[config.mk]
export PLATFORM = sky130hd
export DESIGN_NAME = aesr_top
export DESIGN_NICKNAME = d
export VERILOG_FILES = /design/src/core/aesr_pkg.sv /design/src/core/aesr_pos_if.sv /design/src/core/aesr_gray.sv /design/src/core/aesr_sync.sv /design/src/core/aesr_top.sv
export SDC_FILE = /design/constraint.sdc
export NUM_CORES = 1
export LEC_CHECK = 0
export BUFFER_PORTS_ARGS = -buffer_cell sky130_fd_sc_hd__buf_2
export CAP_MARGIN = 20
export CORE_UTILIZATION = 35
export CTS_CLUSTER_SIZE = 12
export DETAILED_ROUTE_END_ITERATION = 6
export PLACE_DENSITY_LB_ADDON = 0.2
export SETUP_SLACK_MARGIN = 0.02
export SYNTH_ARGS = -nofsm -noshare
export SYNTH_HDL_FRONTEND = slang
export SYNTH_SLANG_ARGS = --single-unit
export TNS_END_PERCENT = 20
[constraint.sdc]
create_clock -name aclk -period 10 [get_ports aclk]
set_clock_uncertainty 0.1 [all_clocks]
set_input_delay 2 -clock aclk [delete_from_list [all_inputs] [get_ports aclk]]
set_output_delay 2 -clock aclk [all_outputs]
set_load 0.01 [all_outputs]
[src/core/aesr_pkg.sv]
// Constants, register map and event layout of the serial position readout.
// Assumes a 50 MHz aclk and an AXI4-Lite master with 32-bit data.
package aesr_pkg;

  localparam int WORD_W = 16;
  localparam int TRACK_W = 11;
  localparam int INTERP_W = 4;
  localparam int ADDR_W = 8;
  localparam int DATA_W = 32;
  localparam int CNT_W = 5;
  localparam int EVT_W = 4;
  localparam int PIN_W = 6;

  // Register byte offsets
  localparam logic [ADDR_W-1:0] OFF_PIN_EN = 8'h00;
  localparam logic [ADDR_W-1:0] OFF_IRQ_STATUS = 8'h04;
  localparam logic [ADDR_W-1:0] OFF_IRQ_MASK = 8'h08;
  localparam logic [ADDR_W-1:0] OFF_POSITION = 8'h0C;
  localparam logic [ADDR_W-1:0] OFF_LINK_STATE = 8'h10;

  // Pin enable bit positions
  localparam int PIN_CORRECT = 0;
  localparam int PIN_PROBE = 1;
  localparam int PIN_LOAD = 2;
  localparam int PIN_SCLK = 3;
  localparam int PIN_INVERT = 4;
  localparam int PIN_SERIN = 5;

  // Values seen when a pin is released to its pull; reset values of pin enable and interrupt mask
  localparam logic [PIN_W-1:0] PULL_DEFAULT = 6'h0D;
  localparam logic [PIN_W-1:0] PIN_EN_RESET = 6'h3F;
  localparam logic [EVT_W-1:0] IRQ_MASK_RESET = 4'h0;

  // Event bit positions
  localparam int EVT_WORD_DONE = 0;
  localparam int EVT_ALARM = 1;
  localparam int EVT_EXTRA_CLK = 2;
  localparam int EVT_SNAPSHOT = 3;

  localparam logic [CNT_W-1:0] FULL_WORD_CNT = 5'h10;

  localparam logic [1:0] RESP_OKAY = 2'h0;
  localparam logic [1:0] RESP_SLVERR = 2'h2;

  // Synchroniser width: 6 controls, factory pair, alarm pair, tracks, quadrature, interpolation
  localparam int SYNC_W = PIN_W + 2 + 2 + TRACK_W + 2 + INTERP_W;
  localparam logic [SYNC_W-1:0] SYNC_RESET = 27'h000_000D;

endpackage

[src/core/aesr_pos_if.sv]
// Position word assembly signals between readout top and Gray composer.
// Assumes both ends run on aclk.
`timescale 1ns/10ps
interface aesr_pos_if;
  logic [aesr_pkg::TRACK_W-1:0] track;
  logic sine;
  logic cosine;
  logic [aesr_pkg::INTERP_W-1:0] interp;
  logic correct;
  logic invert;
  logic [aesr_pkg::WORD_W-1:0] word;

  modport composer (
    input track, sine, cosine, interp, correct, invert,
    output word
  );
  modport user (
    output track, sine, cosine, interp, correct, invert,
    input word
  );
endinterface

[src/core/aesr_gray.sv]
// Composes the 16-bit Gray position word from tracks, quadrature and interpolation.
// Assumes inputs already synchronised to aclk.
`timescale 1ns/10ps
module aesr_gray (
  // Clock and reset
  input wire logic aclk,
  input wire logic aresetn,
  // Position assembly
  aesr_pos_if.composer pos
);

  function automatic logic [aesr_pkg::TRACK_W-1:0] gray_to_bin(input logic [aesr_pkg::TRACK_W-1:0] g);
    logic [aesr_pkg::TRACK_W-1:0] b;
    b[aesr_pkg::TRACK_W-1] = g[aesr_pkg::TRACK_W-1];
    for (int i = aesr_pkg::TRACK_W - 2; i >= 0; i--) begin
      b[i] = b[i+1] ^ g[i];
    end
    return b;
  endfunction

  function automatic logic [aesr_pkg::TRACK_W-1:0] bin_to_gray(input logic [aesr_pkg::TRACK_W-1:0] b);
    return b ^ (b >> 1);
  endfunction

  wire [aesr_pkg::TRACK_W-1:0] coarse_bin;
  wire [1:0] quad_phase;
  wire mismatch;
  wire [aesr_pkg::TRACK_W-1:0] adj_bin;
  wire [aesr_pkg::TRACK_W-1:0] coarse_gray;
  wire [aesr_pkg::WORD_W-1:0] word_next;

  // Quadrature phase in binary: cosine is the high bit
  assign coarse_bin = gray_to_bin(pos.track);
  assign quad_phase = {pos.cosine, pos.cosine ^ pos.sine};
  assign mismatch = coarse_bin[0] != pos.cosine;
  // Tracks switched early or late: pull them onto the quadrature edge
  assign adj_bin = !(pos.correct && mismatch) ? coarse_bin :
                   (quad_phase == 2'h0) ? coarse_bin + 11'h001 :
                   (quad_phase == 2'h3) ? coarse_bin - 11'h001 : coarse_bin;
  assign coarse_gray = bin_to_gray(adj_bin);
  // Interpolated bits appended untouched
  assign word_next = {coarse_gray[aesr_pkg::TRACK_W-1] ^ pos.invert,
                      coarse_gray[aesr_pkg::TRACK_W-2:0], pos.sine, pos.interp};

  always_ff @(posedge aclk) begin
    if (!aresetn) begin
      pos.word <= '0;
    end else begin
      pos.word <= word_next;
    end
  end

endmodule

[src/core/aesr_sync.sv]
// Two-flop synchroniser for a bundle of pin inputs.
// Assumes the inputs are asynchronous to aclk; bits are independent levels.
`timescale 1ns/10ps
module aesr_sync #(
  parameter int W = 1,
  parameter logic [W-1:0] RST = '0
) (
  // Clock and reset
  input wire logic aclk,
  input wire logic aresetn,
  // Levels
  input wire logic [W-1:0] async_in,
  output logic [W-1:0] sync_out
);

  logic [W-1:0] meta_reg;

  always_ff @(posedge aclk) begin
    if (!aresetn) begin
      meta_reg <= RST;
      sync_out <= RST;
    end else begin
      meta_reg <= async_in;
      sync_out <= meta_reg;
    end
  end

endmodule

[src/core/aesr_top.sv]
// Serial readout of the absolute position word with an AXI4-Lite status port.
// Assumes all pins are asynchronous to aclk; shift clock well below aclk/4.
`timescale 1ns/10ps
module aesr_top (
  // Clock and reset
  input wire logic aclk,
  input wire logic aresetn,
  // AXI4-Lite write address
  input wire logic [aesr_pkg::ADDR_W-1:0] s_axi_awaddr,
  input wire logic [2:0] s_axi_awprot,
  input wire logic s_axi_awvalid,
  output logic s_axi_awready,
  // AXI4-Lite write data
  input wire logic [aesr_pkg::DATA_W-1:0] s_axi_wdata,
  input wire logic [3:0] s_axi_wstrb,
  input wire logic s_axi_wvalid,
  output logic s_axi_wready,
  // AXI4-Lite write response
  output logic [1:0] s_axi_bresp,
  output logic s_axi_bvalid,
  input wire logic s_axi_bready,
  // AXI4-Lite read address
  input wire logic [aesr_pkg::ADDR_W-1:0] s_axi_araddr,
  input wire logic [2:0] s_axi_arprot,
  input wire logic s_axi_arvalid,
  output logic s_axi_arready,
  // AXI4-Lite read data
  output logic [aesr_pkg::DATA_W-1:0] s_axi_rdata,
  output logic [1:0] s_axi_rresp,
  output logic s_axi_rvalid,
  input wire logic s_axi_rready,
  // Serial link pins
  input wire logic load_shift_select,
  input wire logic shift_clock,
  input wire logic serial_in,
  output logic serial_data_out,
  // Static control pins
  input wire logic correction_select,
  input wire logic direction_invert,
  input wire logic probe_enable,
  input wire logic factory_probe_clock,
  input wire logic calibration_trigger,
  // Digitised optical channels
  input wire logic [aesr_pkg::TRACK_W-1:0] track_bits,
  input wire logic sine_comparator,
  input wire logic cosine_comparator,
  input wire logic [aesr_pkg::INTERP_W-1:0] interp_bits,
  // Illumination monitor
  input wire logic low_light,
  input wire logic led_overdrive,
  // Status pins
  output logic light_alarm,
  output logic digitized_sine_bit,
  output logic cosine_test_output,
  output logic irq
);

  function automatic logic reg_hit(input logic [aesr_pkg::ADDR_W-1:0] addr,
                                   input logic [aesr_pkg::ADDR_W-1:0] off);
    return addr[aesr_pkg::ADDR_W-1:2] == off[aesr_pkg::ADDR_W-1:2];
  endfunction

  ////////////////////////////////////////////////////////////////////////////
  // Pin synchronisation

  wire [aesr_pkg::SYNC_W-1:0] pins_raw;
  wire [aesr_pkg::SYNC_W-1:0] pins_sync;
  wire [aesr_pkg::PIN_W-1:0] ctl_sync;
  wire [aesr_pkg::PIN_W-1:0] ctl_eff;
  wire factory_clk_s;
  wire calib_s;
  wire low_light_s;
  wire overdrive_s;
  wire [aesr_pkg::TRACK_W-1:0] track_s;
  wire sine_s;
  wire cosine_s;
  wire [aesr_pkg::INTERP_W-1:0] interp_s;
  logic [aesr_pkg::PIN_W-1:0] pin_en_reg;

  assign pins_raw = {interp_bits, cosine_comparator, sine_comparator, track_bits,
                     led_overdrive, low_light, calibration_trigger, factory_probe_clock,
                     serial_in, direction_invert, shift_clock, load_shift_select,
                     probe_enable, correction_select};

  aesr_sync #(
    .W(aesr_pkg::SYNC_W),
    .RST(aesr_pkg::SYNC_RESET)
  ) u_sync (
    .aclk(aclk),
    .aresetn(aresetn),
    .async_in(pins_raw),
    .sync_out(pins_sync)
  );

  assign {interp_s, cosine_s, sine_s, track_s, overdrive_s, low_light_s,
          calib_s, factory_clk_s, ctl_sync} = pins_sync;

  // Released pins read their pull level
  generate
    for (genvar i = 0; i < aesr_pkg::PIN_W; i++) begin : g_pull
      assign ctl_eff[i] = pin_en_reg[i] ? ctl_sync[i] : aesr_pkg::PULL_DEFAULT[i];
    end
  endgenerate

  wire load_mode;
  wire sclk_lvl;
  wire ser_in_lvl;

  assign load_mode = ctl_eff[aesr_pkg::PIN_LOAD];
  assign sclk_lvl = ctl_eff[aesr_pkg::PIN_SCLK];
  assign ser_in_lvl = ctl_eff[aesr_pkg::PIN_SERIN];

  ////////////////////////////////////////////////////////////////////////////
  // Position word

  aesr_pos_if pos ();

  assign pos.track = track_s;
  assign pos.sine = sine_s;
  assign pos.cosine = cosine_s;
  assign pos.interp = interp_s;
  assign pos.correct = ctl_eff[aesr_pkg::PIN_CORRECT];
  assign pos.invert = ctl_eff[aesr_pkg::PIN_INVERT];

  aesr_gray u_gray (
    .aclk(aclk),
    .aresetn(aresetn),
    .pos(pos)
  );

  ////////////////////////////////////////////////////////////////////////////
  // Shift register

  logic [aesr_pkg::WORD_W-1:0] shreg_reg;
  logic [aesr_pkg::WORD_W-1:0] shreg_next;
  logic sclk_d_reg;
  logic load_d_reg;
  logic [aesr_pkg::CNT_W-1:0] bit_cnt_reg;
  logic [aesr_pkg::CNT_W-1:0] bit_cnt_next;
  wire sclk_rise;
  wire snapshot_evt;
  wire word_done_evt;
  wire extra_clk_evt;

  assign sclk_rise = sclk_lvl && !sclk_d_reg;
  assign snapshot_evt = load_d_reg && !load_mode;
  assign word_done_evt = !load_mode && sclk_rise && bit_cnt_reg == aesr_pkg::FULL_WORD_CNT - 5'h01;
  assign extra_clk_evt = !load_mode && sclk_rise && bit_cnt_reg == aesr_pkg::FULL_WORD_CNT;

  // Load follows the live word; shift moves one place per rising edge
  assign shreg_next = load_mode ? pos.word :
                      sclk_rise ? {shreg_reg[aesr_pkg::WORD_W-2:0], ser_in_lvl} :
                      shreg_reg;
  assign bit_cnt_next = load_mode ? '0 :
                        (sclk_rise && bit_cnt_reg != aesr_pkg::FULL_WORD_CNT) ? bit_cnt_reg + 5'h01 :
                        bit_cnt_reg;

  always_ff @(posedge aclk) begin
    if (!aresetn) begin
      shreg_reg <= '0;
      sclk_d_reg <= 1'b1;
      load_d_reg <= 1'b1;
      bit_cnt_reg <= '0;
    end else begin
      shreg_reg <= shreg_next;
      sclk_d_reg <= sclk_lvl;
      load_d_reg <= load_mode;
      bit_cnt_reg <= bit_cnt_next;
    end
  end

  assign serial_data_out = shreg_reg[aesr_pkg::WORD_W-1];

  ////////////////////////////////////////////////////////////////////////////
  // Alarm and test outputs

  logic light_alarm_reg;
  logic sine_out_reg;
  logic cosine_out_reg;
  wire alarm_rise_evt;

  assign alarm_rise_evt = low_light_s && overdrive_s && !light_alarm_reg;

  always_ff @(posedge aclk) begin
    if (!aresetn) begin
      light_alarm_reg <= 1'b0;
      sine_out_reg <= 1'b0;
      cosine_out_reg <= 1'b0;
    end else begin
      light_alarm_reg <= low_light_s && overdrive_s;
      sine_out_reg <= sine_s;
      cosine_out_reg <= cosine_s;
    end
  end

  assign light_alarm = light_alarm_reg;
  assign digitized_sine_bit = sine_out_reg;
  assign cosine_test_output = cosine_out_reg;

  ////////////////////////////////////////////////////////////////////////////
  // AXI4-Lite write path

  logic aw_held_reg;
  logic w_held_reg;
  logic [aesr_pkg::ADDR_W-1:0] awaddr_reg;
  logic [aesr_pkg::DATA_W-1:0] wdata_reg;
  logic [3:0] wstrb_reg;
  logic bvalid_reg;
  logic [1:0] bresp_reg;
  logic [aesr_pkg::EVT_W-1:0] mask_reg;
  wire aw_fire;
  wire w_fire;
  wire wr_go;
  wire wr_pin_en;
  wire wr_mask;
  wire wr_mapped;

  assign s_axi_awready = !aw_held_reg && !bvalid_reg;
  assign s_axi_wready = !w_held_reg && !bvalid_reg;
  assign aw_fire = s_axi_awvalid && s_axi_awready;
  assign w_fire = s_axi_wvalid && s_axi_wready;
  assign wr_go = aw_held_reg && w_held_reg;
  assign wr_pin_en = wr_go && reg_hit(awaddr_reg, aesr_pkg::OFF_PIN_EN) && wstrb_reg[0];
  assign wr_mask = wr_go && reg_hit(awaddr_reg, aesr_pkg::OFF_IRQ_MASK) && wstrb_reg[0];
  assign wr_mapped = reg_hit(awaddr_reg, aesr_pkg::OFF_PIN_EN) || reg_hit(awaddr_reg, aesr_pkg::OFF_IRQ_MASK) ||
                     reg_hit(awaddr_reg, aesr_pkg::OFF_IRQ_STATUS) || reg_hit(awaddr_reg, aesr_pkg::OFF_POSITION) ||
                     reg_hit(awaddr_reg, aesr_pkg::OFF_LINK_STATE);

  always_ff @(posedge aclk) begin
    if (!aresetn) begin
      aw_held_reg <= 1'b0;
      w_held_reg <= 1'b0;
      awaddr_reg <= '0;
      wdata_reg <= '0;
      wstrb_reg <= '0;
      bvalid_reg <= 1'b0;
      bresp_reg <= aesr_pkg::RESP_OKAY;
    end else begin
      if (aw_fire) begin
        aw_held_reg <= 1'b1;
        awaddr_reg <= s_axi_awaddr;
      end
      if (w_fire) begin
        w_held_reg <= 1'b1;
        wdata_reg <= s_axi_wdata;
        wstrb_reg <= s_axi_wstrb;
      end
      if (wr_go) begin
        aw_held_reg <= 1'b0;
        w_held_reg <= 1'b0;
        bvalid_reg <= 1'b1;
        bresp_reg <= wr_mapped ? aesr_pkg::RESP_OKAY : aesr_pkg::RESP_SLVERR;
      end else if (bvalid_reg && s_axi_bready) begin
        bvalid_reg <= 1'b0;
      end
    end
  end

  always_ff @(posedge aclk) begin
    if (!aresetn) begin
      pin_en_reg <= aesr_pkg::PIN_EN_RESET;
      mask_reg <= aesr_pkg::IRQ_MASK_RESET;
    end else begin
      if (wr_pin_en) begin
        pin_en_reg <= wdata_reg[aesr_pkg::PIN_W-1:0];
      end
      if (wr_mask) begin
        mask_reg <= wdata_reg[aesr_pkg::EVT_W-1:0];
      end
    end
  end

  assign s_axi_bvalid = bvalid_reg;
  assign s_axi_bresp = bresp_reg;

  ////////////////////////////////////////////////////////////////////////////
  // AXI4-Lite read path and interrupt status

  logic rvalid_reg;
  logic [1:0] rresp_reg;
  logic [aesr_pkg::DATA_W-1:0] rdata_reg;
  logic [aesr_pkg::EVT_W-1:0] status_reg;
  wire ar_fire;
  wire rd_status;
  wire [aesr_pkg::EVT_W-1:0] events;
  wire [aesr_pkg::EVT_W-1:0] status_next;
  wire [aesr_pkg::DATA_W-1:0] link_state;
  wire [aesr_pkg::DATA_W-1:0] rd_mux;
  wire rd_mapped;

  assign s_axi_arready = !rvalid_reg;
  assign ar_fire = s_axi_arvalid && s_axi_arready;
  assign rd_status = ar_fire && reg_hit(s_axi_araddr, aesr_pkg::OFF_IRQ_STATUS);

  assign events = {snapshot_evt, extra_clk_evt, alarm_rise_evt, word_done_evt};
  // A new event in the clearing cycle stays set
  assign status_next = (status_reg & ~{aesr_pkg::EVT_W{rd_status}}) | events;

  assign link_state = {16'h0000, ctl_eff[aesr_pkg::PIN_PROBE], calib_s, factory_clk_s, light_alarm_reg,
                       load_mode, sclk_lvl, serial_data_out, 4'h0, bit_cnt_reg};
  assign rd_mux = reg_hit(s_axi_araddr, aesr_pkg::OFF_PIN_EN) ? {26'h000_0000, pin_en_reg} :
                  reg_hit(s_axi_araddr, aesr_pkg::OFF_IRQ_STATUS) ? {28'h000_0000, status_reg} :
                  reg_hit(s_axi_araddr, aesr_pkg::OFF_IRQ_MASK) ? {28'h000_0000, mask_reg} :
                  reg_hit(s_axi_araddr, aesr_pkg::OFF_POSITION) ? {16'h0000, shreg_reg} :
                  reg_hit(s_axi_araddr, aesr_pkg::OFF_LINK_STATE) ? link_state : 32'h0000_0000;
  assign rd_mapped = reg_hit(s_axi_araddr, aesr_pkg::OFF_PIN_EN) || reg_hit(s_axi_araddr, aesr_pkg::OFF_IRQ_STATUS) ||
                     reg_hit(s_axi_araddr, aesr_pkg::OFF_IRQ_MASK) || reg_hit(s_axi_araddr, aesr_pkg::OFF_POSITION) ||
                     reg_hit(s_axi_araddr, aesr_pkg::OFF_LINK_STATE);

  always_ff @(posedge aclk) begin
    if (!aresetn) begin
      rvalid_reg <= 1'b0;
      rresp_reg <= aesr_pkg::RESP_OKAY;
      rdata_reg <= '0;
      status_reg <= '0;
    end else begin
      status_reg <= status_next;
      if (ar_fire) begin
        rvalid_reg <= 1'b1;
        rdata_reg <= rd_mux;
        rresp_reg <= rd_mapped ? aesr_pkg::RESP_OKAY : aesr_pkg::RESP_SLVERR;
      end else if (rvalid_reg && s_axi_rready) begin
        rvalid_reg <= 1'b0;
      end
    end
  end

  assign s_axi_rvalid = rvalid_reg;
  assign s_axi_rresp = rresp_reg;
  assign s_axi_rdata = rdata_reg;
  assign irq = |(status_reg & mask_reg);

endmodule
==> results.txt <==
Area occupied by registers: 2883 sq um
FF-to-FF Start: u_sync.sync_out[19]
TritonCTS Sinks: 144
Post-Synthesis Cells: 649
Worst-skew pair later-pin latency: 410 ps
Post-synth EDFFs: 0
Crit Path Category: reg2reg
CTS tree: done
Htree depth: 4
Layout cells sized above 1: 0.1766
Commonest non-fill, non-tap cell in the layout: dfxtp_1
DP Area: 6643 sq um
Wirelength per Cell: 13.44 microns
Yosys Warn Count: 0
Nets: 828
Layout area overhead: 16.46%
CP arrival: 6340 ps
Setup Viol. Count Final: 0
Final Util: 0.4164
Setup ws final: 3905 ps
Area leader, netlist: dfxtp_1
First-pass GRT wire length: 21.08 mm
FMAX: 164.1 MHz
Min cycle time layout: 6095 ps
Share of Yosys cell area claimed by the top area cell type: 0.4677
Pin count of the biggest net entering global routing: 72
Post-CTS Hold Buffers: 0
Fillers: 1727
Starting density of the core: 0.3576
Vias/cell: 4.763
Status: completed
Hold Crit Class: reg2reg
Critical Path Source: u_sync.sync_out[19]
CTS max path bufs: 2
Ant. Diodes: 0
Port bufs: 80
Reg2Reg Depth: 23
Die Wd: 134.7 microns
WP buf/inv: 8
DR pass1 iterations: 6
End of the worst register-to-register path: u_gray.pos.word[14]
Register clock-pin slew on the reported worst setup and hold paths: 60 ps
Post-synth ARST share: 0
Number of buffers created by CTS: 17
Synth top area cells: dfxtp_1 47%, mux2i_1 6.7%, and2_1 5.6%, ha_1 4.5%, nor2_1 4.3%
Final period util: 0.6095
Mapped cell area: 6163 sq um
Root buffer cell: clkbuf_16
Total gr overflow: 0
Synth Register Bits: 144
RSZ-0062 raised after global routing: no
DRC Markers: 0
Worst slack at placement: 3949 ps
Setup tns final: 0 ps
Vias in the first global route: 4161
Worst Path Required: 10250 ps
Ports: 138
Dpl hpwl: 9.230 mm
Max_cap viols: 0
Setup crit end: u_gray.pos.word[14]
Via count: 4525
CP top delay family: adder cells
Hold Fails Final Rpt: 0
Worst path max stage delay: 480 ps
GP Congestion: 0.8219
Design Area, Final: 7178 sq um
Crit path cell chain: xor2_1 > ha_1 > inv_1 > ha_1 > inv_1 > ha_1 > inv_1 > ha_1 > inv_1 > ha_1 > inv_1 > ha_1 > inv_1 > ha_1 > inv_1 > ha_1 > inv_1 > ha_1 > xor2_2 > nor3_2 > o21ai_1 > xor3_1 > nor2_1
Die footprint: 18140 sq um
Initial antenna violation count: 0
CP Max Fanout: 8
Worst R2R Setup Slack: 3910 ps
Worst path slowest cell: nor3_2
Chip height: 134.7 microns
Worst slew pin tran: 978.8 ps
# Post-CTS Setup Buffers: 0
Critical path depth: 23
Total GRT Usage: 0.1484
Routed Wire Length: 12.77 mm
Pins Over Slew Limit: 0
Core Rows: 48
Core region area: 17240 sq um
Max-slew headroom: 0.3466
CTS resizes: 0
Crit start category: flop
Cell mode on critical path: ha_1
Top_reg_cell synth: dfxtp_1
Initial DRC Count: 274
PwrDens: 197.6 nW/um^2
Worst vdd ir: 0.1270 mV
Post-synthesis sequential area ratio: 0.4677
Final ANT Viol Nets: 0
Synthesized area per cell: 9.497 sq um
Multi-input gate area: 2924 sq um
Critical Path Sink Type: flop
Commonest cells after routing, fill and taps aside: 144 x dfxtp_1, 80 x buf_2, 71 x nor2_1, 55 x and2_1, 41 x mux2i_1
P_leak: 2.947 nW
Pwr Total: 1.419 mW
Distinct cells, synth: 67
[layout make-up]
type	instances	share of cell area
Multi-Input combinational cell	434	0.4074
Sequential cell	144	0.4016
Clock buffer	21	0.06275
Timing Repair Buffer	84	0.05996
Tap cell	225	0.03922
Inverter	33	0.01726
Clock inverter	9	0.01185
[worst reg2reg max path, stage by stage, from the launching register on]
cell	delay (ps)
dfxtp_1	320
xor2_1	200
ha_1	370
inv_1	60
ha_1	360
inv_1	60
ha_1	390
inv_1	70
ha_1	330
inv_1	90
ha_1	330
inv_1	110
ha_1	360
inv_1	60
ha_1	320
inv_1	80
ha_1	360
inv_1	80
ha_1	430
xor2_2	260
nor3_2	480
o21ai_1	260
xor3_1	450
nor2_1	100
[cell families after synthesis]
logic type / Yosys count / synth area share
other cells: 1 / 0.0006084
fa+ha+maj: 22 / 0.04466
simple gates: 229 / 0.1985
flops: 144 / 0.4677
mux: 42 / 0.06841
buf+inv: 88 / 0.06861
xor+xnor: 13 / 0.02335
compound gates: 110 / 0.1281
[cells in the mapped netlist, types with 3 or more instances]
master      n
dfxtp_1   144
nor2_1     71
and2_1     55
mux2i_1    41
nand2_1    33
inv_1      32
clkbuf_1   25
a21oi_1    23
ha_1       22
buf_4      19
a211oi_1   15
o21ai_0    15
nand2b_1   11
nor2b_1     9
and3_1      8
a22oi_1     7
a222oi_1    6
or3_1       6
xnor2_1     6
a211o_1     5
a311oi_1    5
buf_2       5
nor3_1      5
o211ai_1    5
a31oi_1     4
buf_1       4
nand4_1     4
nor4_1      4
o31ai_1     4
xor2_1      4
a32oi_1     3
nand3_1     3
nand3b_1    3
o31a_1      3
[worst min-delay path by stage]
stage               depth (start not counted)               start                  to
finish                                      1  u_sync.meta_reg[3]  u_sync.sync_out[3]
global route                                1  u_sync.meta_reg[3]  u_sync.sync_out[3]
CTS                                         1  u_sync.meta_reg[3]  u_sync.sync_out[3]
detailed placement                          1  u_sync.meta_reg[3]  u_sync.sync_out[3]
global placement                            1  u_sync.meta_reg[2]  u_sync.sync_out[2]
floorplan                                   1  u_sync.meta_reg[0]  u_sync.sync_out[0]
[routing by layer]
layer,wire [microns],GRT usage,vias up
li1,-,-,2322
met5,0,0,-
met3,758,0.03378,13
met1,6582,0.2093,2046
met4,172,0.06429,0
met2,5258,0.2153,144
[where the power goes]
group / switching (mW) / internal, mW / leakage [nW] / total [mW]
registers: 0.0205 / 0.610 / 1.18 / 0.631
logic: 0.120 / 0.0942 / 1.51 / 0.214
clock network: 0.228 / 0.345 / 0.256 / 0.573
total: 0.369 / 1.05 / 2.95 / 1.42
[per-stage QoR]
step,std cells,hold slack [ps]
finish,950,305.6
floorplan,666,286.3
global route,950,322.3
detailed placement,920,296.9
CTS,950,309.5
global placement,920,301.0
Note: power is estimated with default switching activity, not from simulation.
